### config.mk
export PLATFORM = sky130hd
export DESIGN_NAME = scw_host_flat
export DESIGN_NICKNAME = d
export VERILOG_FILES = /design/src/scw_pkg.sv /design/src/scw_if.sv /design/src/scw_host.sv /design/src/flat_wrapper.sv
export SDC_FILE = /design/constraint.sdc
export NUM_CORES = 1
export LEC_CHECK = 0
export ABC_AREA = 1
export BUFFER_PORTS_ARGS = -buffer_cell sky130_fd_sc_hd__buf_2
export CORE_MARGIN = 3
export CORE_UTILIZATION = 57
export DETAILED_ROUTE_END_ITERATION = 12
export PLACE_DENSITY = 0.79
export SYNTH_ARGS = -nofsm -noshare
export SYNTH_HDL_FRONTEND = slang
export SYNTH_SLANG_ARGS = --single-unit
### constraint.sdc
create_clock -name clk_sys -period 2.1 [get_ports clk_sys]
set_clock_uncertainty 0.1 [all_clocks]
set_input_delay 0.42 -clock clk_sys [delete_from_list [all_inputs] [get_ports clk_sys]]
set_output_delay 0.42 -clock clk_sys [all_outputs]
set_load 0.02 [all_outputs]
### src/scw_pkg.sv
/*
  scw_pkg: constants shared by the serial control word link, the receiver end
  and the host end.
  assumes: both ends run on clk_sys at 25 MHz.
*/
package scw_pkg;
  localparam int WORD_BITS = 16;
  localparam int BYTE_BITS = 8;
  localparam int CTRL_POS = 12;
  localparam int CTRL_BITS = 4;
  localparam int ADDR_POS = 8;
  localparam int ADDR_BITS = 4;
  localparam int DATA_POS = 0;
  localparam int DATA_BITS = 8;
  localparam logic [15:0] WORD_RESET = 16'h0000;
  // host shift clock: half period in clk_sys cycles (25 MHz / 8 = 3.125 MHz, under 40 MHz)
  localparam int SYS_CLK_MHZ = 25;
  localparam int SCK_MAX_MHZ = 40;
  localparam int SCK_HALF_CYC_CALC = (SYS_CLK_MHZ + 2 * SCK_MAX_MHZ - 1) / (2 * SCK_MAX_MHZ);
  localparam logic [3:0] SCK_HALF_CYC = 4'h4;
  localparam logic [3:0] BYTE_GAP_CYC = 4'h8;
  localparam logic [4:0] BIT_CNT_RESET = 5'h00;
endpackage : scw_pkg

### src/scw_if.sv
/*
  scw_if: three wire serial link, shift clock, active-low frame and data.
  assumes: host drives all three wires, the receiver only listens.
*/
`timescale 1ns/1ps
interface scw_if;
  logic shift_clk;
  logic frame_select_n;
  logic serial_data_in;
  modport host (output shift_clk, output frame_select_n, output serial_data_in);
  modport receiver (input shift_clk, input frame_select_n, input serial_data_in);
endinterface : scw_if

### src/scw_host.sv
/*
  scw_host: sending end of the serial control word link. Takes a 16-bit word
  and shifts it out msb first under one low frame, optionally as two bytes
  with the shift clock held high in the gap.
  assumes: user holds send_word stable while send_req is high.
*/
`timescale 1ns/1ps
module scw_host
  import scw_pkg::*;
(
  input wire logic clk_sys,
  input wire logic rstn,
  scw_if.host link,
  input wire logic send_req,
  input wire logic [15:0] send_word,
  input wire logic split_bytes,
  output logic busy,
  output logic done
);
  typedef enum logic [3:0] {
    ST_IDLE = 4'b0001,
    ST_SHIFT = 4'b0010,
    ST_GAP = 4'b0100,
    ST_END = 4'b1000
  } host_state_t;

  host_state_t state;
  host_state_t next_state;
  logic [15:0] shift;
  logic [15:0] next_shift;
  logic [4:0] bits_left;
  logic [4:0] next_bits_left;
  logic [3:0] tick;
  logic [3:0] next_tick;
  logic sck;
  logic next_sck;
  logic fs_n;
  logic next_fs_n;
  logic split;
  logic next_split;
  logic next_busy;
  logic next_done;

  assign link.shift_clk = sck;
  assign link.frame_select_n = fs_n;
  assign link.serial_data_in = shift[15]; // msb first

  // sequencer: clock idles high, data moves on rising edges
  always_comb begin
    next_state = state;
    next_shift = shift;
    next_bits_left = bits_left;
    next_tick = tick;
    next_sck = sck;
    next_fs_n = fs_n;
    next_split = split;
    next_busy = busy;
    next_done = 1'b0;
    case (state)
      ST_IDLE: begin
        if (send_req) begin
          next_shift = send_word;
          next_split = split_bytes;
          next_bits_left = 5'(WORD_BITS);
          next_fs_n = 1'b0; // one frame per word
          next_tick = SCK_HALF_CYC;
          next_busy = 1'b1;
          next_state = ST_SHIFT;
        end
      end
      ST_SHIFT: begin
        // half period of 4 cycles gives 3.125 MHz, inside the limit
        if (tick != 4'h1) begin
          next_tick = tick - 4'h1;
        end else begin
          next_tick = SCK_HALF_CYC;
          next_sck = ~sck;
          if (!sck) begin
            // rising edge: advance data after the falling edge used it
            next_shift = {shift[14:0], 1'b0};
            if (bits_left == 5'h00) begin
              next_state = ST_END;
            end else if (split && bits_left == 5'(BYTE_BITS)) begin
              next_tick = BYTE_GAP_CYC;
              next_state = ST_GAP; // clock held high, frame stays low
            end
          end else begin
            next_bits_left = bits_left - 5'h01;
          end
        end
      end
      ST_GAP: begin
        if (tick != 4'h1) begin
          next_tick = tick - 4'h1;
        end else begin
          next_tick = SCK_HALF_CYC;
          next_state = ST_SHIFT;
        end
      end
      ST_END: begin
        // frame rises only after all 16 falling edges
        next_fs_n = 1'b1;
        next_busy = 1'b0;
        next_done = 1'b1;
        next_state = ST_IDLE;
      end
      default: begin
        next_state = ST_IDLE;
        next_fs_n = 1'b1;
        next_sck = 1'b1;
        next_busy = 1'b0;
      end
    endcase
  end

  always_ff @(posedge clk_sys or negedge rstn) begin
    if (!rstn) begin
      state <= ST_IDLE;
      shift <= WORD_RESET;
      bits_left <= BIT_CNT_RESET;
      tick <= 4'h0;
      sck <= 1'b1;
      fs_n <= 1'b1;
      split <= 1'b0;
      busy <= 1'b0;
      done <= 1'b0;
    end else begin
      state <= next_state;
      shift <= next_shift;
      bits_left <= next_bits_left;
      tick <= next_tick;
      sck <= next_sck;
      fs_n <= next_fs_n;
      split <= next_split;
      busy <= next_busy;
      done <= next_done;
    end
  end
endmodule : scw_host

### src/flat_wrapper.sv
// flat-port wrapper written by rule: the top's interface ports become plain ports
module scw_host_flat import scw_pkg::*;
  (clk_sys, rstn, send_req, send_word, split_bytes, busy, done, link_shift_clk, link_frame_select_n, link_serial_data_in);
  scw_if link_i ();
  input wire logic clk_sys;
  input wire logic rstn;
  input wire logic send_req;
  input wire logic [15:0] send_word;
  input wire logic split_bytes;
  output logic busy;
  output logic done;
  output wire logic [$bits(link_i.shift_clk)-1:0] link_shift_clk;
  output wire logic [$bits(link_i.frame_select_n)-1:0] link_frame_select_n;
  output wire logic [$bits(link_i.serial_data_in)-1:0] link_serial_data_in;
  assign link_shift_clk = link_i.shift_clk;
  assign link_frame_select_n = link_i.frame_select_n;
  assign link_serial_data_in = link_i.serial_data_in;
  scw_host u_core (.clk_sys(clk_sys), .rstn(rstn), .link(link_i), .send_req(send_req), .send_word(send_word), .split_bytes(split_bytes), .busy(busy), .done(done));
endmodule
==> flow_summary.ini, run 1 <==
[clock_network]
ctsResizeCount = 0
insertion_delay_ps = 330
cts_root_buffer = clkbuf_4
numCtsBuffers = 5
cts_hold_buf = 0
clock_sinks = 34
cts_tree = built
ctsHtreeMaxLevel = 2
clk_path_buf_depth = 2
post_cts_buffers = 0
clk_pin_slew_ps = 100

[power]
power.density_mw_per_mm2 = 1600
p_total_uw = 3420
peakVddDrop_mv = 0.991
p_leak_uw = 0.00121

[timing]
final_max_slew_viol_count = 0
worst_slew_pin_slew_ps = 737
setup-tns-final_ps = 0
min_period_over_period = 0.853
setup_viol = 0
layout_min_cycle_time_ps = 1790
slew_headroom = 0.509
rsz0062_at_grt = false
max_freq_mhz = 558
fin_ws_ps = 309
final_hold_viol_count = 0

[logic_synthesis]
yosysSeqAreaShare = 0.445
ys_warn_count = 0
synth-seq-cells = 34
synth_cell_type_count = 26
synth_cells = 259
synth_edf_count = 0
ys_top_cells_by_area = dfrtp_1 (40%), nand2_1 (25%), nand3_1 (4.2%)
synth.most_common_cell = nand2_1
synthesis.nets = 283
async_reset_ff_frac = 1.00
ys_top_cells_by_count = nand2_1 (126), dfrtp_1 (31), inv_1 (19), nand3_1 (16), nor2_1 (16)
synth_ff_type = dfrtp_1
synth.avg_cell_area_um2 = 7.42
yosysTopAreaCell = dfrtp_1
synth.top_cell.area_share = 0.404
syn_area_mm2 = 0.00192

[setup_path]
reg2reg_depth = 8
critical-path-max-stage-delay_ps = 370
r2r_slack_ps = 310
crit_arrival_ps = 1970
critPathRequiredTime_ps = 2280
cp_max_fo = 16
path_cells = inv_1, ha_1, nand3_1, nand2_4, nand2_4, nor2_4, nand2_1, nand2_1
r2r_start = u_core.tick[1]
r2r-end = u_core.shift[11]
worst_path_max_delay_cell = dfrtp_1
end_kind = register
path_class = reg2reg
start_kind = register

[run_status]
status = finished clean

[drt]
drtAntennaViolNets = 0
drc = 0
vias_per_cell = 4.76
drtIter0Drc = 101
vias = 1576
dr.pass1.iters = 5
wl_um = 3540
drt-wirelength-per-cell_um = 10.7

[die]
core_mm2 = 0.00313
die_h_um = 64.0
fp-row-count = 20
dieWidth_um = 64.0
ios = 25
die_area_mm2 = 0.00410
start_util = 0.614

[placed_design]
dp.cells = 323
dpl.hpwl_um = 2560
gp_congestion = 0.828
port_buffers = 24
place_ws_ps = 342

[layout]
final_nets = 310
drive_above_1_share = 0.195
diodes = 0
syn_to_final_growth_pct = 11.1
final_cells = 331

[flow_run]
drv_cap = 0

[grt]
grt_pass1_vias = 1478
grt_first_pass_wirelength_um = 6220
antenna_found_initial = 0
grt_usage = 0.195
grt_overflow = 0
grt_max_degree = 35

[hold_path]
min-delay-path-class = in2async
## report_power, final
group	internal, µW	switching (µW)	total (µW)
Sequential	979	214	1190
Clock	253	209	462
Combinational	606	1160	1760
Total	1840	1580	3420
## cell families (layout without fill, tap and decap cells)
family | after synthesis | in the layout | synth area share
buffers and inverters | 29 | 57 | 0.0743
adders and majority gates | 4 | 4 | 0.0261
xor gates and xnor gates | 4 | 4 | 0.0182
DFF | 34 | 34 | 0.445
and+or+nand+nor | 180 | 180 | 0.414
AOI/OAI and AO/OA | 8 | 8 | 0.0221
## state kept, by name, indices dropped and copies added, names as in the netlist
name,flops
u_core.link.shift_clk,1
u_core.busy,1
u_core.bits_left,5
u_core.link.frame_select_n,1
u_core.tick,4
u_core.shift,16
u_core.done,1
u_core.split,1
u_core.state,4
## worst max-delay path: cells and delay by family, from the launching register on
kind                       cells  cell delay, ps
DFF                            1             370
buffers and inverters          1             130
and+or+nand+nor                6             960
adders and majority gates      1             180
## worst max-delay path by stage
stage / startpoint / end / cells past startpoint / slack, ps
floorplan: u_core.tick[1] / u_core.shift[11] / 10 / 550
global placement: u_core.tick[1] / u_core.shift[13] / 8 / 340
detailed placement: u_core.tick[1] / u_core.shift[15] / 8 / 340
CTS: u_core.tick[1] / u_core.shift[15] / 8 / 290
global route: u_core.tick[1] / u_core.shift[12] / 8 / 140
finish: u_core.tick[1] / u_core.shift[11] / 8 / 310
## layout by cell type, fill, tap and decap left out
cell,count
inv_2,3
nor2_4,3
bufinv_16,1
o21a_1,1
inv_4,1
inv_1,19
nand2_4,3
clkbuf_4,5
o21ai_0,6
buf_2,24
nand3_1,16
nor2_1,16
dfstp_2,3
clkbuf_1,2
nand4_1,4
nand3b_1,1
dfrtp_1,31
nand2_1,126
a21oi_1,1
buf_4,1
ha_1,4
nor2_2,1
nand2_2,9
xor2_1,2
nand2_8,1
xnor2_1,2
clkinv_4,1
## cell type report
type / instances / area, µm²
fillers: 274 / 995
multi-input cells: 196 / 923
flip-flops and latches: 34 / 855
repair buffers: 25 / 128
inverters: 24 / 97.6
well taps: 44 / 55.1
clock buffers: 7 / 45.0
clock inverters: 1 / 30.0
## stage by stage
stage                     hold WS [ps]  instance area (µm²)   util
after global routing              76.5                 2130  0.682
after CTS                         56.2                 2130  0.682
after floorplan                   24.4                 1920      -
after global placement             353                 2060  0.658
final                             43.0                 2130  0.682
after detailed placement           358                 2060  0.658
## routing by layer
layer / track usage / wire length (µm)
met5: 0 / 0
met2: 0.325 / 1670
met1: 0.240 / 1700
met3: 0.0527 / 116
met4: 0.0728 / 52
Power figures use the tool's default switching activity.
==> inputs of run 2 (changes only) <==
--- a/config.mk
+++ b/config.mk
@@ -11,6 +11,7 @@
 export CORE_UTILIZATION = 57
 export DETAILED_ROUTE_END_ITERATION = 12
 export PLACE_DENSITY = 0.79
+export RECOVER_POWER = 50
 export SYNTH_ARGS = -nofsm -noshare
 export SYNTH_HDL_FRONTEND = slang
 export SYNTH_SLANG_ARGS = --single-unit
==> flow_summary.ini, run 2 (synthesis results as in run 1) <==
[run_status]
status = finished clean

[timing]
min_period_over_period = 0.858
final_hold_viol_count = 0
final_max_slew_viol_count = 0
hold_ws_ps = 46.8
setup_viol = 0
slew_headroom = 0.507
layout_min_cycle_time_ps = 1800
max_freq_mhz = 555
setup-tns-final_ps = 0
worst_slew_pin_slew_ps = 739
rsz0062_at_grt = false

[die]
die_area_mm2 = 0.00410
dieWidth_um = 64.0
fp-row-count = 20
core_mm2 = 0.00313
start_util = 0.614
die_h_um = 64.0
ios = 25

[layout]
syn_to_final_growth_pct = 10.9
layout_commonest_cell = nand2_1
nFillCells = 275
seq_area_um2 = 855
reg.largest.list = u_core.shift: 16 flops, u_core.bits_left: 5 flops
final_cell_mix = nand2_1 (127), dfrtp_1 (31), buf_2 (24)
final_nets = 310
regMostFlops = u_core.shift
utilization = 0.681
drive_above_1_share = 0.188
multiInputGateArea_um2 = 921
diodes = 0
largest_reg_flops = 16

[clock_network]
clk_pin_slew_ps = 100
cts_tree = built
cts_hold_buf = 0
insertion_delay_ps = 330
cts_root_buffer = clkbuf_4
clock_sinks = 34
numCtsBuffers = 5
post_cts_buffers = 0
clk_path_buf_depth = 2
ctsResizeCount = 0
ctsHtreeMaxLevel = 2

[setup_path]
r2r-end = u_core.shift[11]
critPathRequiredTime_ps = 2280
crit_arrival_ps = 1980
end_kind = register
r2r_slack_ps = 300
reg2reg_depth = 8
r2r_start = u_core.state[0]
path_class = reg2reg
start_kind = register
cp_max_fo = 18

[drt]
drtIter0Drc = 102
vias = 1576
drc = 0
vias_per_cell = 4.76
drtAntennaViolNets = 0
wl_um = 3550
dr.pass1.iters = 4
drt-wirelength-per-cell_um = 10.7

[flow_run]
drv_cap = 0

[placed_design]
gp_congestion = 0.828
dpl.hpwl_um = 2560
port_buffers = 24

[grt]
grt_first_pass_wirelength_um = 6220
grt_max_degree = 35
antenna_found_initial = 0
grt_usage = 0.195
grt_overflow = 0
grt_pass1_vias = 1478

[power]
p_total_uw = 3420
power.density_mw_per_mm2 = 1600
p_leak_uw = 0.00121
peakVddDrop_mv = 0.989

[hold_path]
min-delay-path-class = in2async
## run 2: cell counts in the layout (fill, tap and decap cells not counted)
No cell type changed its count.
## run 2: how the worst max path moves through the flow
stage                         start               end
floorplan            u_core.tick[1]  u_core.shift[11]
global placement     u_core.tick[1]  u_core.shift[13]
detailed placement   u_core.tick[1]  u_core.shift[15]
CTS                  u_core.tick[1]  u_core.shift[15]
global route        u_core.state[0]  u_core.shift[12]
finish              u_core.state[0]  u_core.shift[11]
## run 2: metrics by stage
stage / instances / setup WS, ps / instance area [µm²]
3_5_place_dp: 323 / 342 / 2060
3_3_place_gp: 323 / 345 / 2060
2_1_floorplan: 259 / 547 / 1920
5_1_grt: 331 / 131 / 2130
6_report: 331 / 297 / 2130
4_1_cts: 331 / 288 / 2130
## run 2: layout make-up
cell class,count,share of cell area
inverter,24,0.0458
tap,44,0.0258
sequential,34,0.401
clock buffer,7,0.0211
timing repair buffer,25,0.0599
clock inverter,1,0.0141
multi-input combinational,196,0.432
## run 2: power by group
group	total [µW]	switching, µW	internal (µW)
sequential	1190	215	976
clock	462	209	253
combinational	1760	1160	604
total	3420	1580	1830
## run 2: metal layers
metal  GRT usage  vias up  wire (µm)
met3      0.0527        5        116
met1       0.240      703       1720
li1            -      847          -
met4      0.0728        0         52
met2       0.325       21       1660
met5           0        -          0
## run 2: worst max-delay path, cell delays in order, from the launching register on
cell      delay [ps]
dfstp_1          620
nor2_4            70
nand2_4          150
clkinv_4         160
nand2_4          100
nand2_4           80
nor2_4           280
nand2_1          100
nand2_1           80
==> inputs of run 3 (changes only) <==
--- a/config.mk
+++ b/config.mk
@@ -5,12 +5,11 @@
 export SDC_FILE = /design/constraint.sdc
 export NUM_CORES = 1
 export LEC_CHECK = 0
-export ABC_AREA = 1
 export BUFFER_PORTS_ARGS = -buffer_cell sky130_fd_sc_hd__buf_2
-export CORE_MARGIN = 3
-export CORE_UTILIZATION = 57
+export CORE_MARGIN = 4
+export CORE_UTILIZATION = 56
 export DETAILED_ROUTE_END_ITERATION = 12
-export PLACE_DENSITY = 0.79
+export PLACE_DENSITY = 0.78
 export RECOVER_POWER = 50
 export SYNTH_ARGS = -nofsm -noshare
 export SYNTH_HDL_FRONTEND = slang
==> flow_summary.ini, run 3 <==
[grt]
grt_overflow = 0
grt_usage = 0.217
grt_first_pass_wirelength_um = 7060
grt_pass1_vias = 1568
antenna_found_initial = 0
grt_max_degree = 35

[power]
p_total_uw = 3090
power_switching_share = 0.381
p_leak_uw = 0.000948
p_int_uw = 1920
combPwrFrac = 0.416
clkPwrFrac = 0.203
power.density_mw_per_mm2 = 1420
p_switching_uw = 1180
peakVddDrop_mv = 0.905
seq_power_share = 0.381

[logic_synthesis]
synth_mux_area_frac = 0.00625
synth_ff_type = dfrtp_1
synth_edf_count = 0
synthesis.nets = 227
yosysSeqAreaShare = 0.474
synth.avg_cell_area_um2 = 8.88
synth_adder_area_share = 0.0278
async_reset_ff_frac = 1.00
synth.most_common_cell = nand2_1
ys_top_cells_by_count = nand2_1 (37), dfrtp_1 (31), nor2_1 (25), a31oi_1 (15)
synth_top_family_by_area = simple AND/OR/NAND/NOR gates
synth_cell_type_count = 43
synth_compound_area_frac = 0.176
ys_top_cells_by_area = dfrtp_1 (43%), nand2_1 (7.7%), a31oi_1 (5.2%)
yosysTopAreaCell = dfrtp_1
ys_warn_count = 0
syn_area_mm2 = 0.00180
synth.top_cell.area_share = 0.431
synth-seq-cells = 34
synth_cells = 203
synthXorXnorAreaFrac = 0.0194
yosys.area_share.simple = 0.236

[timing]
max_freq_mhz = 504
hold_ws_ps = 32.5
final_hold_viol_count = 0
min_period_over_period = 0.945
worst_slew_pin_slew_ps = 742
layout_min_cycle_time_ps = 1980
final_max_slew_viol_count = 0
rsz0062_at_grt = false
fin_ws_ps = 116
setup_viol = 0
slew_headroom = 0.505

[run_status]
status = finished clean

[layout]
regMostFlops = u_core.shift
utilization = 0.709
nFillCells = 247
reg.largest.list = u_core.shift: 16 flops, u_core.bits_left: 5 flops
final_cell_mix = nand2_1 (37), dfrtp_1 (30), nor2_1 (25)
drive_above_1_share = 0.238
layout_commonest_cell = nand2_1
final_cells = 279
syn_to_final_growth_pct = 21.1
largest_reg_flops = 16
diodes = 0
final_nets = 258

[die]
core_mm2 = 0.00308
fp-row-count = 20
ios = 25
dieWidth_um = 64.7
die_area_mm2 = 0.00419
start_util = 0.585
die_h_um = 64.7

[placed_design]
dp.cells = 270
port_buffers = 24
dpl.hpwl_um = 3040
gp_congestion = 0.825
place_ws_ps = -2.07

[drt]
vias = 1654
dr.pass1.iters = 4
drt-wirelength-per-cell_um = 15.7
drc = 0
wl_um = 4390
drtIter0Drc = 156
drtAntennaViolNets = 0
vias_per_cell = 5.93

[setup_path]
path_class = reg2reg
critPathRequiredTime_ps = 2260
cp_max_fo = 16
crit_arrival_ps = 2140
path_cells = inv_1, ha_4, or4b_4, a2bb2o_4, buf_12, nor2_1, a31oi_1
worst_path_max_delay_cell = or4b_4
start_kind = register
path_buf_inv = 2
critical-path-max-stage-delay_ps = 490
end_kind = register
path_delay_family = simple AND/OR/NAND/NOR gates

[clock_network]
ctsHtreeMaxLevel = 2
numCtsBuffers = 5
cts_root_buffer = clkbuf_4
clock_sinks = 34
clk_pin_slew_ps = 110
insertion_delay_ps = 340
cts_tree = built
cts_hold_buf = 0
clk_path_buf_depth = 2

[hold_path]
min-delay-path-class = in2async

[flow_run]
drv_cap = 0
## run 3: cell count changes in the layout (fill, tap and decap cells not counted), moves of 8 or more
cell	previous run	this run
nand2_2	8	0
nand2_1	127	37
inv_1	19	9
buf_4	1	10
nand3_1	16	8
a31oi_1	0	15
nor2_1	16	25
## run 3: path summary, 6_finish.rpt
| path | startpoint | end | slack, ps | cells past startpoint |
|---|---|---|---|---|
| max | u_core.tick[1] | u_core.shift[8] | 120 | 7 |
| min | rstn | u_core.shift[2] | 30 | 1 |
| max reg2reg | u_core.tick[1] | u_core.shift[8] | 120 | 7 |
| min reg2reg | u_core.bits_left[1] | u_core.bits_left[1] | 420 | 2 |
| max in group asynchronous | rstn | u_core.state[1] | 1350 | 1 |
| min in group clk_sys | send_word[15] | u_core.shift[15] | 220 | 3 |
## run 3: stage by stage
step	TNS [ps]	area [µm²]
2_1_floorplan	0	1800
3_3_place_gp	0	2000
3_5_place_dp	-2.07	2000
4_1_cts	0	2120
5_1_grt	0	2180
6_report	0	2180
## run 3: cells by family (layout without fill, tap and decap cells)
family,count (synthesis),after routing
mux,1,1
compound gates,48,48
buf+inv,22,54
xor+xnor,4,4
simple gates,90,90
flops,34,34
fa+ha+maj,4,4
## run 3: timing repair
item,in CTS,in global routing
pin swaps,0,0
gates resized for setup,1,7
setup buffers,0,0
endpoints found under the setup margin,1,20
gates cloned,0,1
## run 3: power by group through the flow
stage          combinational [µW]  clock (µW)  sequential, µW
6_report                     1290         627            1180
5_1_grt                      1430         670            1220
4_1_cts                      1190         633            1160
3_5_place_dp                 1180           0            1170
3_3_place_gp                 1090           0            1150
2_1_floorplan                 859           0            1140
## run 3: metal layers
layer	vias up	wire length, µm	GRT usage
met5	-	0	0
met2	65	2330	0.378
li1	784	-	-
met3	6	258	0.0572
met1	799	1740	0.259
met4	0	51	0.0712
## run 3: cell type report
| class | count | area [µm²] | area share |
|---|---|---|---|
| Clock buffer | 6 | 51.3 | 0.0235 |
| Inverter | 9 | 33.8 | 0.0155 |
| Multi-Input combinational cell | 147 | 883 | 0.405 |
| Timing Repair Buffer | 37 | 243 | 0.111 |
| Tap cell | 44 | 55.1 | 0.0252 |
| Sequential cell | 34 | 856 | 0.392 |
| Clock inverter | 2 | 60.1 | 0.0275 |
